<file path="src/shared/masc_pkg.sv">
/*
 * constants for the memory address and strobe control block:
 * register indices, field positions, reset values, strobe tick plan.
 * assumes one half-clock tick per SYS_CLK cycle of the block.
 */
package masc_pkg;
    // ==========================================================
    // register indices (byte address is four times the index)
    localparam logic [9:0] IDX_SPLIT = 10'h010; // instr_data_split_ctrl
    localparam logic [9:0] IDX_BANK0 = 10'h014; // bank_control_register 0
    localparam logic [9:0] IDX_BANK3 = 10'h017; // bank_control_register 3
    localparam logic [9:0] IDX_OVR = 10'h018; // code_page_bank_override
    localparam logic [9:0] IDX_TIME = 10'h019; // strobe_timing_ctrl
    // ==========================================================
    // field positions
    localparam int SPL_SPLIT = 5; // inversion on data accesses only
    localparam int SPL_FORCE = 4; // force second chip select
    localparam int SPL_D19 = 3; // data segment invert A19
    localparam int SPL_D16 = 2; // data segment invert A16
    localparam int SPL_R19 = 1; // root segment invert A19
    localparam int SPL_R16 = 0; // root segment invert A16
    localparam int OVR_EN = 2; // override enable bit
    localparam int BNK_INV19 = 5; // bank invert A19
    localparam int BNK_INV18 = 4; // bank invert A18
    localparam int BNK_NOWR = 3; // write inhibit
    localparam int BNK_PAIR = 2; // strobe pair select
    localparam logic [7:0] SPL_MASK = 8'h3F; // writable split bits
    localparam logic [7:0] OVR_MASK = 8'h07; // writable override bits
    localparam logic [7:0] RST_VAL = 8'h00; // all control resets
    // ==========================================================
    // strobe plan in half-clock ticks
    localparam logic [2:0] T_NORM = 3'h2; // assert on rising edge
    localparam logic [2:0] T_EARLY = 3'h1; // half a clock earlier
    localparam logic [2:0] T_WE_END = 3'h5; // write strobe ends on falling
    localparam logic [2:0] T_RD_END = 3'h4; // read is two clocks
    localparam logic [2:0] T_WR_END = 3'h6; // write is three clocks
    // access segment codes
    typedef enum logic [1:0] {
        SEG_ROOT = 2'b00,
        SEG_DATA = 2'b01,
        SEG_STACK = 2'b10,
        SEG_XPC = 2'b11
    } masc_seg_t;
endpackage : masc_pkg

</file>
<file path="src/core/masc_top.sv">
/*
 * memory address and strobe control: APB register file, address
 * inversion, bank select, chip select and strobe sequencing.
 * assumes SYS_CLK ticks twice per processor clock and that an access
 * request with its address and segment is held one cycle while idle.
 */
`timescale 1ns/1ps
// Contract
// - split register is readable and writable
// - split bits 7:6 read zero
// - split clear: invert on all matching accesses
// - split set: invert data accesses only
// - force bit holds second chip select active
// - data segment A19 inverted before bank choice
// - data segment A16 inverted
// - root A19 inverted before bank choice
// - root A16 inverted
// - override bits 7:3 read zero
// - override 1xx forces bank for window
// - timing bit 3 early second OE
// - timing bit 2 early first OE
// - timing bit 1 extends second WE
// - timing bit 0 extends first WE
// - top two address bits choose bank
// - bank field picks chip select
// - bank picks strobe pair, can inhibit write
// - bank registers reset to zero
module masc_top (
    input wire logic SYS_CLK, // block clock
    input wire logic ARST_N, // async reset, active low
    input wire logic PSEL, // apb select
    input wire logic PENABLE, // apb access phase
    input wire logic PWRITE, // apb direction
    input wire logic [11:0] PADDR, // apb byte address
    input wire logic [31:0] PWDATA, // apb write data
    output logic [31:0] PRDATA, // apb read data
    output logic PREADY, // apb ready
    output logic PSLVERR, // unmapped or misaligned address
    input wire logic MEM_REQ, // access request, taken when idle
    input wire logic [19:0] MEM_ADDR, // physical address from mmu
    input wire logic [1:0] MEM_SEG, // segment of the access
    input wire logic MEM_IFETCH, // instruction fetch
    input wire logic MEM_WR, // write access
    output logic MEM_BUSY, // access in progress
    output logic [19:0] MEM_ADDR_OUT, // address to the chips
    output logic [2:0] CHIP_SEL_N, // chip selects, active low
    output logic [1:0] OUT_EN_N, // output-enable strobes, active low
    output logic [1:0] WR_EN_N // write-enable strobes, active low
);
    // ==========================================================
    // reset release
    logic rst_meta_r; // first stage, read only by second
    logic rst_n_r; // synchronised reset

    // two flops release the asynchronous reset
    always_ff @(posedge SYS_CLK or negedge ARST_N) begin
        if (!ARST_N) begin
            rst_meta_r <= 1'b0;
            rst_n_r <= 1'b0;
        end else begin
            rst_meta_r <= 1'b1;
            rst_n_r <= rst_meta_r;
        end
    end

    // ==========================================================
    // register file
    logic [7:0] split_r, split_nxt; // instr_data_split_ctrl
    logic [7:0] ovr_r, ovr_nxt; // code_page_bank_override
    logic [7:0] time_r, time_nxt; // strobe_timing_ctrl
    logic [7:0] bank_r [4]; // bank_control_register
    logic [7:0] bank_nxt [4];
    logic [31:0] rdata_nxt;
    logic ready_nxt, err_nxt;
    logic [9:0] idx; // word index of the access
    logic setup, commit;

    // word index; the low two bits are dropped, and a misaligned address is answered with PSLVERR
    function automatic logic [9:0] word_idx(input logic [11:0] a);
        return a[11:2];
    endfunction : word_idx

    assign idx = word_idx(PADDR);
    assign setup = PSEL && !PENABLE;
    assign commit = PSEL && PENABLE && PREADY;

    // decode and next register values
    always_comb begin
        split_nxt = split_r;
        ovr_nxt = ovr_r;
        time_nxt = time_r;
        bank_nxt = bank_r;
        rdata_nxt = PRDATA;
        ready_nxt = setup; // one wait-free access phase
        err_nxt = 1'b0;
        if (setup) begin
            rdata_nxt = 32'h0000_0000;
            err_nxt = (PADDR[1:0] != 2'h0);
            case (idx)
                masc_pkg::IDX_SPLIT: rdata_nxt[7:0] = split_r;
                masc_pkg::IDX_OVR: rdata_nxt[7:0] = ovr_r;
                masc_pkg::IDX_TIME: rdata_nxt[7:0] = time_r;
                default: begin
                    // bank registers are write-only, they read zero
                    if (idx < masc_pkg::IDX_BANK0 || idx > masc_pkg::IDX_BANK3) begin
                        err_nxt = 1'b1;
                    end
                end
            endcase
        end
        if (commit && PWRITE && !PSLVERR) begin
            case (idx)
                masc_pkg::IDX_SPLIT: split_nxt = PWDATA[7:0] & masc_pkg::SPL_MASK;
                masc_pkg::IDX_OVR: ovr_nxt = PWDATA[7:0] & masc_pkg::OVR_MASK;
                // reserved bits stored as written; only 3:0 steer logic
                masc_pkg::IDX_TIME: time_nxt = PWDATA[7:0];
                default: begin
                    if (idx >= masc_pkg::IDX_BANK0 && idx <= masc_pkg::IDX_BANK3) begin
                        bank_nxt[idx[1:0]] = PWDATA[7:0];
                    end
                end
            endcase
        end
    end

    // register stage of the file
    always_ff @(posedge SYS_CLK or negedge rst_n_r) begin
        if (!rst_n_r) begin
            split_r <= masc_pkg::RST_VAL;
            ovr_r <= masc_pkg::RST_VAL;
            time_r <= masc_pkg::RST_VAL;
            for (int i = 0; i < 4; i++) begin
                bank_r[i] <= masc_pkg::RST_VAL;
            end
            PRDATA <= 32'h0000_0000;
            PREADY <= 1'b0;
            PSLVERR <= 1'b0;
        end else begin
            split_r <= split_nxt;
            ovr_r <= ovr_nxt;
            time_r <= time_nxt;
            bank_r <= bank_nxt;
            PRDATA <= rdata_nxt;
            PREADY <= ready_nxt;
            PSLVERR <= err_nxt;
        end
    end

    // ==========================================================
    // address translation
    logic inv_ok, inv19, inv16; // inversion gates
    logic [19:0] a_id; // after split inversion
    logic [1:0] bsel; // chosen bank
    logic [7:0] bcfg; // its configuration
    logic [19:0] a_fin; // after bank inversion
    logic is_root, is_data;

    assign is_root = (MEM_SEG == masc_pkg::SEG_ROOT);
    assign is_data = (MEM_SEG == masc_pkg::SEG_DATA);

    // inversion precedes the bank choice, bank inversion follows it
    always_comb begin
        inv_ok = !split_r[masc_pkg::SPL_SPLIT] || !MEM_IFETCH;
        inv19 = inv_ok && ((is_data && split_r[masc_pkg::SPL_D19])
            || (is_root && split_r[masc_pkg::SPL_R19]));
        inv16 = inv_ok && ((is_data && split_r[masc_pkg::SPL_D16])
            || (is_root && split_r[masc_pkg::SPL_R16]));
        a_id = MEM_ADDR;
        a_id[19] = MEM_ADDR[19] ^ inv19;
        a_id[16] = MEM_ADDR[16] ^ inv16;
        bsel = a_id[19:18];
        if (MEM_SEG == masc_pkg::SEG_XPC && ovr_r[masc_pkg::OVR_EN]) begin
            bsel = ovr_r[1:0];
        end
        bcfg = bank_r[bsel];
        a_fin = a_id;
        a_fin[19] = a_id[19] ^ bcfg[masc_pkg::BNK_INV19];
        a_fin[18] = a_id[18] ^ bcfg[masc_pkg::BNK_INV18];
    end

    // ==========================================================
    // access sequencer
    typedef enum logic [0:0] {
        ST_IDLE = 1'b0,
        ST_ACC = 1'b1
    } masc_state_t;
    masc_state_t st_r, st_nxt;
    logic [2:0] tick_r, tick_nxt; // half-clock count
    logic wr_r, wr_nxt, pair_r, pair_nxt, nowr_r, nowr_nxt;
    logic [1:0] cs_r, cs_nxt; // latched chip select field
    logic [19:0] aout_nxt;
    logic [2:0] csn_nxt;
    logic [1:0] oen_nxt, wen_nxt;
    logic [2:0] t_oe, t_we; // strobe start ticks

    // step the access and form every pin from the next state
    always_comb begin
        st_nxt = st_r;
        tick_nxt = tick_r;
        wr_nxt = wr_r;
        pair_nxt = pair_r;
        nowr_nxt = nowr_r;
        cs_nxt = cs_r;
        aout_nxt = MEM_ADDR_OUT;
        case (st_r)
            ST_IDLE: begin
                if (MEM_REQ) begin
                    st_nxt = ST_ACC;
                    tick_nxt = 3'h0;
                    wr_nxt = MEM_WR;
                    pair_nxt = bcfg[masc_pkg::BNK_PAIR];
                    nowr_nxt = bcfg[masc_pkg::BNK_NOWR];
                    cs_nxt = bcfg[1:0];
                    aout_nxt = a_fin;
                end
            end
            ST_ACC: begin
                tick_nxt = tick_r + 3'h1;
                if (tick_nxt == (wr_r ? masc_pkg::T_WR_END : masc_pkg::T_RD_END)) begin
                    st_nxt = ST_IDLE;
                end
            end
            default: st_nxt = ST_IDLE;
        endcase
        // early output and write enable per pair
        t_oe = time_r[pair_nxt ? 3 : 2] ? masc_pkg::T_EARLY : masc_pkg::T_NORM;
        t_we = time_r[pair_nxt ? 1 : 0] ? masc_pkg::T_EARLY : masc_pkg::T_NORM;
        csn_nxt = 3'h7;
        oen_nxt = 2'h3;
        wen_nxt = 2'h3;
        if (st_nxt == ST_ACC) begin
            csn_nxt[cs_nxt[1] ? 2 : {1'b0, cs_nxt[0]}] = 1'b0;
            if (!wr_nxt && tick_nxt >= t_oe) begin
                oen_nxt[pair_nxt] = 1'b0;
            end
            // inhibited write keeps chip select but drops the pulse
            if (wr_nxt && !nowr_nxt && tick_nxt >= t_we && tick_nxt < masc_pkg::T_WE_END) begin
                wen_nxt[pair_nxt] = 1'b0;
            end
        end
        if (split_r[masc_pkg::SPL_FORCE]) begin
            csn_nxt[1] = 1'b0;
        end
    end

    // register stage of the sequencer; every pin is a flop
    always_ff @(posedge SYS_CLK or negedge rst_n_r) begin
        if (!rst_n_r) begin
            st_r <= ST_IDLE;
            tick_r <= 3'h0;
            wr_r <= 1'b0;
            pair_r <= 1'b0;
            nowr_r <= 1'b0;
            cs_r <= 2'h0;
            MEM_BUSY <= 1'b0;
            MEM_ADDR_OUT <= 20'h0_0000;
            CHIP_SEL_N <= 3'h7;
            OUT_EN_N <= 2'h3;
            WR_EN_N <= 2'h3;
        end else begin
            st_r <= st_nxt;
            tick_r <= tick_nxt;
            wr_r <= wr_nxt;
            pair_r <= pair_nxt;
            nowr_r <= nowr_nxt;
            cs_r <= cs_nxt;
            MEM_BUSY <= (st_nxt == ST_ACC);
            MEM_ADDR_OUT <= aout_nxt;
            CHIP_SEL_N <= csn_nxt;
            OUT_EN_N <= oen_nxt;
            WR_EN_N <= wen_nxt;
        end
    end
endmodule : masc_top

</file>
<file path="config.mk">
export PLATFORM = sky130hd
export DESIGN_NAME = masc_top
export DESIGN_NICKNAME = d
export VERILOG_FILES = /design/src/shared/masc_pkg.sv /design/src/core/masc_top.sv
export SDC_FILE = /design/constraint.sdc
export NUM_CORES = 1
export LEC_CHECK = 0
export CAP_MARGIN = 20
export CORE_ASPECT_RATIO = 1.1
export CORE_MARGIN = 2
export CORE_UTILIZATION = 45
export CTS_BUF_LIST = sky130_fd_sc_hd__clkbuf_8
export DETAILED_ROUTE_END_ITERATION = 7
export DONT_BUFFER_PORTS = 1
export GPL_TIMING_DRIVEN = 0
export PLACE_DENSITY = 0.7
export SLEW_MARGIN = 20
export SYNTH_ARGS = -nofsm -noshare
export SYNTH_HDL_FRONTEND = slang
export SYNTH_SLANG_ARGS = --single-unit
</file>
<file path="constraint.sdc">
create_clock -name SYS_CLK -period 3.05 [get_ports SYS_CLK]
set_input_delay 0 -clock SYS_CLK [delete_from_list [all_inputs] [get_ports SYS_CLK]]
set_output_delay 0 -clock SYS_CLK [all_outputs]
set_load 0.05 [all_outputs]
</file>
Word level (Yosys, flattened, before mapping)

Index checks and enable logic that the tools add are counted.

Logic and storage cells: 139
Flip-flop bits (word level): 97
Output and inout bits: 62
Input port bits: 74

Multiplexer cells: 46
Reductions and logical operators: 38
Bitwise gates (word level): 10
Magnitude comparators: 16
Eq/ne operators: 6
Add/subtract/negate cells: 1

Operator list:

| operator                                                                              | number |
|---|---|
| 32-bit bitwise mux                                                                    | 1 |
| 10-bit by 5-bit equality test with 1-bit output (second input constant)               | 3 |
| 8-bit case mux with 3 select lines                                                    | 1 |
| 2-bit 2-to-1 mux                                                                      | 11 |
| 1-bit logical AND                                                                     | 20 |
| 1-bit 2-to-1 mux                                                                      | 20 |
| 8-bit binary-select mux with 2-bit select                                             | 1 |
| 8-bit demux with 2-bit select                                                         | 1 |
| 6-bit 2-to-1 mux                                                                      | 2 |
| 10-bit by 5-bit greater-or-equal comparator with 1-bit output (second input constant) | 1 |
| 10-bit by 5-bit > comparator with 1-bit output (second input constant)                | 1 |
| 10-bit by 5-bit less-or-equal comparator with 1-bit output (second input constant)    | 1 |
| 10-bit by 5-bit less-than comparator with 1-bit output (second input constant)        | 1 |
| 8-bit 2-to-1 mux                                                                      | 1 |
| 2-bit AND reduction                                                                   | 4 |
| 1-bit binary-select mux with 3-bit select                                             | 2 |
| 3-bit by 2-bit greater-or-equal comparator with 1-bit output                          | 2 |
| 3-bit greater-or-equal comparator (second input constant)                             | 2 |
| 1-bit logical NOT                                                                     | 6 |
| 3-bit 2-to-1 mux                                                                      | 2 |
| 2-bit NOT with 3-bit output                                                           | 2 |
| 3-bit case mux with 2 select lines                                                    | 1 |
| 1-bit logical OR                                                                      | 4 |
| 1-bit by 4-bit less-than comparator with 1-bit output (second input constant)         | 1 |
| other kinds (22)                                                                      | 26 |

Depth between registers and ports, before layout

Word-level depth: 22
Mapped depth: 13
Gate-level depth less buffers: 13

Worst setup path before layout

No wires, ideal clock.

Path type: reg-to-reg
Start: register split_r[3]
End: register WR_EN_N[0]
Stages on the path, launching flop included: 13
Required time: 2.965 ns
Period minus slack after synthesis: 2.892 ns
Setup time: 0.085 ns
Setup slack: 0.158 ns
Data arrival time: 2.807 ns
Path buffers: 0
Path through: dfrtp_1 -> mux2_2 -> and3b_1 -> o31ai_4 -> mux2i_1 -> mux2i_4 -> mux2_2 -> ha_1 -> nand2b_1 -> a21oi_1 -> a211oi_1 -> a21boi_0 -> nand2_1

Word-level cells in the longest chain between the ends: 21
Elaborated cells on any way between the ends: 31
Those cells by class: order compare (3); mux (17); bitwise (3); reduce/logical (8)

RTL lines:

| element                                                      | RTL line        | source |
|---|---|---|
| start, declared                                              | masc_top.sv:68  | `logic [7:0] split_r, split_nxt;` |
| start signal, assigned                                       | masc_top.sv:129 | `split_r <= masc_pkg::RST_VAL;` |
| start signal, assigned                                       | masc_top.sv:139 | `split_r <= split_nxt;` |
| 1-bit logical AND *                                          | masc_top.sv:164 | `inv19 = inv_ok && ((is_data && split_r[masc_pkg::SPL_D19])` |
| 1-bit logical OR *                                           | masc_top.sv:165 | `\|\| (is_root && split_r[masc_pkg::SPL_R19]));` |
| 1-bit logical AND *                                          | masc_top.sv:164 |  |
| 1-bit bitwise XOR *                                          | masc_top.sv:169 | `a_id[19] = MEM_ADDR[19] ^ inv19;` |
| 2-bit 2-to-1 mux *                                           | masc_top.sv:172 | `if (MEM_SEG == masc_pkg::SEG_XPC && ovr_r[masc_pkg::OVR_EN]) begin` |
| 2-bit NOT with 3-bit output (not written as such) *          | masc_top.sv:175 | `bcfg = bank_r[bsel];` |
| 8-bit binary-select mux with 2-bit select *                  | masc_top.sv:175 |  |
| 6-bit 2-to-1 mux (not written as such) * (2 in series)       | masc_top.sv:175 |  |
| [... 3 more ...]                                             | -               |  |
| 1-bit binary-select mux with 3-bit select                    | masc_top.sv:227 | `t_we = time_r[pair_nxt ? 1 : 0] ? masc_pkg::T_EARLY : masc_pkg::T_NORM;` |
| 1-bit 2-to-1 mux (2 in series)                               | masc_top.sv:227 |  |
| 2-bit 2-to-1 mux                                             | masc_top.sv:227 |  |
| 3-bit by 2-bit greater-or-equal comparator with 1-bit output | masc_top.sv:237 | `if (wr_nxt && !nowr_nxt && tick_nxt >= t_we && tick_nxt < masc_pkg::T_WE_END) begin` |
| 1-bit logical AND (2 in series)                              | masc_top.sv:237 |  |
| 2-bit 2-to-1 mux *                                           | masc_top.sv:237 |  |
| 2-bit 2-to-1 mux *                                           | masc_top.sv:231 | `if (st_nxt == ST_ACC) begin` |
| net wen_nxt[0]                                               | masc_top.sv:193 | `logic [1:0] oen_nxt, wen_nxt;` |
| end signal, assigned                                         | masc_top.sv:271 | `WR_EN_N <= wen_nxt;` |
| end, declared                                                | masc_top.sv:48  | `output logic [1:0] WR_EN_N` |

Mark *: on every way through the listed nets, which the timed path passes. The rest lies on a longest branch. The select of a mux whose other input is x is not followed.
A chain may end at the register's enable or synchronous reset.

Worst setup path after layout

Start: register split_r[1]
End: register WR_EN_N[0]

Word-level cells in the longest chain between the ends: 21
Elaborated cells on any way between the ends: 31
Those cells by class: order compare (3); mux (17); bitwise (3); reduce/logical (8)

RTL lines:

| element                                                      | RTL line |
|---|---|
| 1-bit logical AND *                                          | masc_top.sv:165 |
| 1-bit logical OR *                                           | masc_top.sv:165 |
| 1-bit logical AND *                                          | masc_top.sv:164 |
| 1-bit bitwise XOR *                                          | masc_top.sv:169 |
| 2-bit 2-to-1 mux *                                           | masc_top.sv:172 |
| 2-bit NOT with 3-bit output (not written as such) *          | masc_top.sv:175 |
| 8-bit binary-select mux with 2-bit select *                  | masc_top.sv:175 |
| 6-bit 2-to-1 mux (not written as such) * (2 in series)       | masc_top.sv:175 |
| [... 3 more ...]                                             | - |
| 1-bit binary-select mux with 3-bit select                    | masc_top.sv:227 |
| 1-bit 2-to-1 mux (2 in series)                               | masc_top.sv:227 |
| 2-bit 2-to-1 mux                                             | masc_top.sv:227 |
| 3-bit by 2-bit greater-or-equal comparator with 1-bit output | masc_top.sv:237 |
| 1-bit logical AND (2 in series)                              | masc_top.sv:237 |
| 2-bit 2-to-1 mux *                                           | masc_top.sv:237 |
| 2-bit 2-to-1 mux *                                           | masc_top.sv:231 |
| net wen_nxt[0]                                               | masc_top.sv:193 |

Marked as above.

==> results_dict.tcl <==
set metrics [dict create \
    status "finished clean" \
    fill_cells 752 \
    arrival_ps 3240 \
    final_util 0.574 \
    syn_area_per_cell_um2 11.3 \
    critPathRequiredTime_ps 3350 \
    yosysTopAreaCell "dfrtp_1" \
    async_flop_share 1.00 \
    wl_per_cell_um 15.8 \
    maxCapViolCount 0 \
    synth-xor-area-share 0.0125 \
    cts_buffers 9 \
    yosys.area.top_type_share 0.490 \
    htreeDepth 3 \
    dp_hpwl_mm 6.30 \
    hold_class "in2reg" \
    hold_viol 0 \
    die_x_um 96.0 \
    drtAntennaViolNets 0 \
    num_io_pins 136 \
    synthAdderAreaFrac 0.0149 \
    post-route-min-period_ps 2950 \
    dpl_cell_area_mm2 0.00445 \
    endpoint_kind "flop" \
    num_vias 2864 \
    drt-total-wl_mm 9.00 \
    io_buffers 0 \
    powerDensity_mw_per_mm2 699 \
    grt_overflow 0 \
    max_slew.worst_pin.slew_ps 591 \
    synth-edff-count 0 \
    cts_sinks 89 \
    cts_buffer_depth 2 \
    synthFlopType "dfrtp_1" \
    yosysWarningCount 0 \
    r2r_setup_slack_ps 100 \
    fp.coreArea_mm2 0.00896 \
    final-instance-count-excl-fill 568 \
    vias_per_cell 5.04 \
    clk_latency_ps 360 \
    power.total_mw 3.60 \
    grt_max_degree 49 \
    drt_iter0_drc 77 \
    n_antenna_cell 0 \
    antenna_found_initial 0 \
    drtPass1Iterations 4 \
    synth_cell_types 41 \
    yosys.area_share.simple 0.133 \
    synth_compound_area_frac 0.0556 \
    crit_type "reg2reg" \
    multi_input_area_mm2 0.00183 \
    synth-seq-area-share 0.534 \
    syn2layout_area_growth_pct 22.8 \
    clockRootBuffer "clkbuf_8" \
    ir_drop_mv 0.355 \
    path_clk_slew_ps 90 \
    drive_above_1_share 0.267 \
    cp-start-kind "flop" \
    power.leakage_nw 2.53 \
    ys_ff_latch 89 \
    num-nets-final 528 \
    dieArea_mm2 0.0101 \
    synthTopCellsByArea "dfrtp_1, mux2_2, nand2_1" \
    regArea_mm2 0.00224 \
    slew_viol_final 0 \
    design_area_mm2 0.00515 \
    drc_errors 0 \
    finalSetupTns_ps 0 \
    path_max_fanout 3 \
    grt_pass1_vias 2913 \
    setup_violations 0 \
    syn-cell-area_mm2 0.00419 \
    dpl.cell_count 508 \
    start_util 0.467 \
    fin_skew_ps 11.8 \
    fmax_mhz 339 \
    gp_congestion 0.816 \
    dieHeight_um 105 \
    track_usage 0.183 \
    fp-row-count 36 \
    cts_tree "built" \
    max_slew_margin 0.600 \
    synthMuxAreaShare 0.186 \
    grt_pass1_wl_mm 14.2 \
    synth_top_family_by_area "multiplexers" \
    finalCritPeriodShare 0.966 \
    synthCells 370 \
]
final cells by class:
type	instances	area share
Tap cell	114	0.0277
Multi-Input combinational cell	260	0.355
Timing Repair Buffer	45	0.0887
Sequential cell	89	0.435
Clock inverter	7	0.0182
Inverter	6	0.00438
Clock buffer	9	0.0241
Buffer	38	0.0464
report_power, final:
group | switching (mW) | total, mW | internal (mW)
logic | 0.416 | 0.708 | 0.293
registers | 0.639 | 2.00 | 1.36
clock network | 0.427 | 0.890 | 0.463
logic make-up (layout without fill, tap and decap cells):
| kind of cell | count (synthesis) | count (layout) |
|---|---|---|
| and+or+nand+nor | 118 | 118 |
| AOI/OAI and AO/OA | 35 | 35 |
| buffers and inverters | 44 | 105 |
| other | 2 | 25 |
| muxes | 71 | 71 |
| xor gates and xnor gates | 6 | 6 |
| DFF | 89 | 89 |
| adders and majority gates | 5 | 5 |
state kept, by name (all words and copies together) (netlist names), 2 cells and up:
register	flops
split_r	6
bank_r	24
WR_EN_N	2
MEM_ADDR_OUT	20
OUT_EN_N	2
tick_r	3
ovr_r	3
PRDATA	8
time_r	8
CHIP_SEL_N	3
cs_r	2
synthesized netlist by cell type (4+ instances only):
| cell | instances |
|---|---|
| a21oi_1 | 9 |
| a22oi_1 | 4 |
| buf_4 | 25 |
| clkbuf_1 | 11 |
| dfrtp_1 | 82 |
| dfstp_2 | 7 |
| ha_1 | 5 |
| inv_1 | 6 |
| mux2_2 | 46 |
| mux2i_1 | 24 |
| nand2_1 | 81 |
| nand2b_1 | 6 |
| nor2_1 | 8 |
| o21ai_0 | 10 |
| o31ai_1 | 4 |
| xnor2_1 | 4 |
repair_timing:
action	in CTS	in global routing
gates resized for setup	4	10
hold buffers	38	0
setup endpoints to repair	4	4
setup buffers	2	4
pin swaps	1	2
endpoints found under the hold margin	76	0
stage by stage:
step,hold slack [ps],worst slack (ps)
floorplan,-296,158
global placement,-296,-486
detailed placement,-296,-361
CTS,40.1,30.9
global route,68.3,-40.1
finish,56.0,102
layer usage:
metal	vias up	track usage	routed length [um]
met3	16	0.0447	666
met1	1372	0.223	3770
li1	1361	-	-
met4	0	0.0776	180
met2	115	0.304	4380
met5	-	0	0
worst paths after layout:
path	startpoint	depth (start not counted)	to
max in group asynchronous	rst_n_r	1	CHIP_SEL_N[1]
worst max-delay path	split_r[1]	12	WR_EN_N[0]
worst max register to register	split_r[1]	12	WR_EN_N[0]
worst min-delay path	MEM_ADDR[19]	3	MEM_ADDR_OUT[19]
min in group asynchronous	rst_n_r	0	MEM_ADDR_OUT[18]
worst min register to register	rst_n_r	0	MEM_ADDR_OUT[18]
worst max-delay path: stages, from the launching register on:
cell and delay [ps]:
dfrtp_1 400, mux2_4 290, and3b_2 220, o31ai_4 230
mux2i_2 340, mux2i_4 120, mux2_2 300, ha_1 280
nand2b_1 140, a21oi_1 190, a211oi_2 90, a21boi_2 180
nand2_1 90
cell usage in the layout, fill, tap and decap left out, types with 2 or more instances in the layout:
| cell type | count |
|---|---|
| a21oi_1 | 8 |
| a22oi_1 | 4 |
| and3b_1 | 2 |
| buf_4 | 30 |
| bufinv_16 | 2 |
| clkbuf_1 | 10 |
| clkbuf_8 | 9 |
| conb_1 | 25 |
| dfrtp_1 | 80 |
| dfstp_2 | 7 |
| dlygate4sd3_1 | 38 |
| ha_1 | 4 |
| inv_1 | 7 |
| inv_6 | 2 |
| mux2_2 | 45 |
| mux2i_1 | 22 |
| mux2i_2 | 2 |
| nand2_1 | 81 |
| nand2b_1 | 5 |
| nand3_1 | 3 |
| nand4_1 | 2 |
| nor2_1 | 7 |
| nor2b_1 | 3 |
| nor3_1 | 2 |
| nor4_1 | 2 |
| o21ai_0 | 10 |
| o31ai_1 | 4 |
| or3_4 | 2 |
| xnor2_1 | 4 |
| xor2_1 | 2 |
Note: power is estimated with default switching activity, not from simulation.
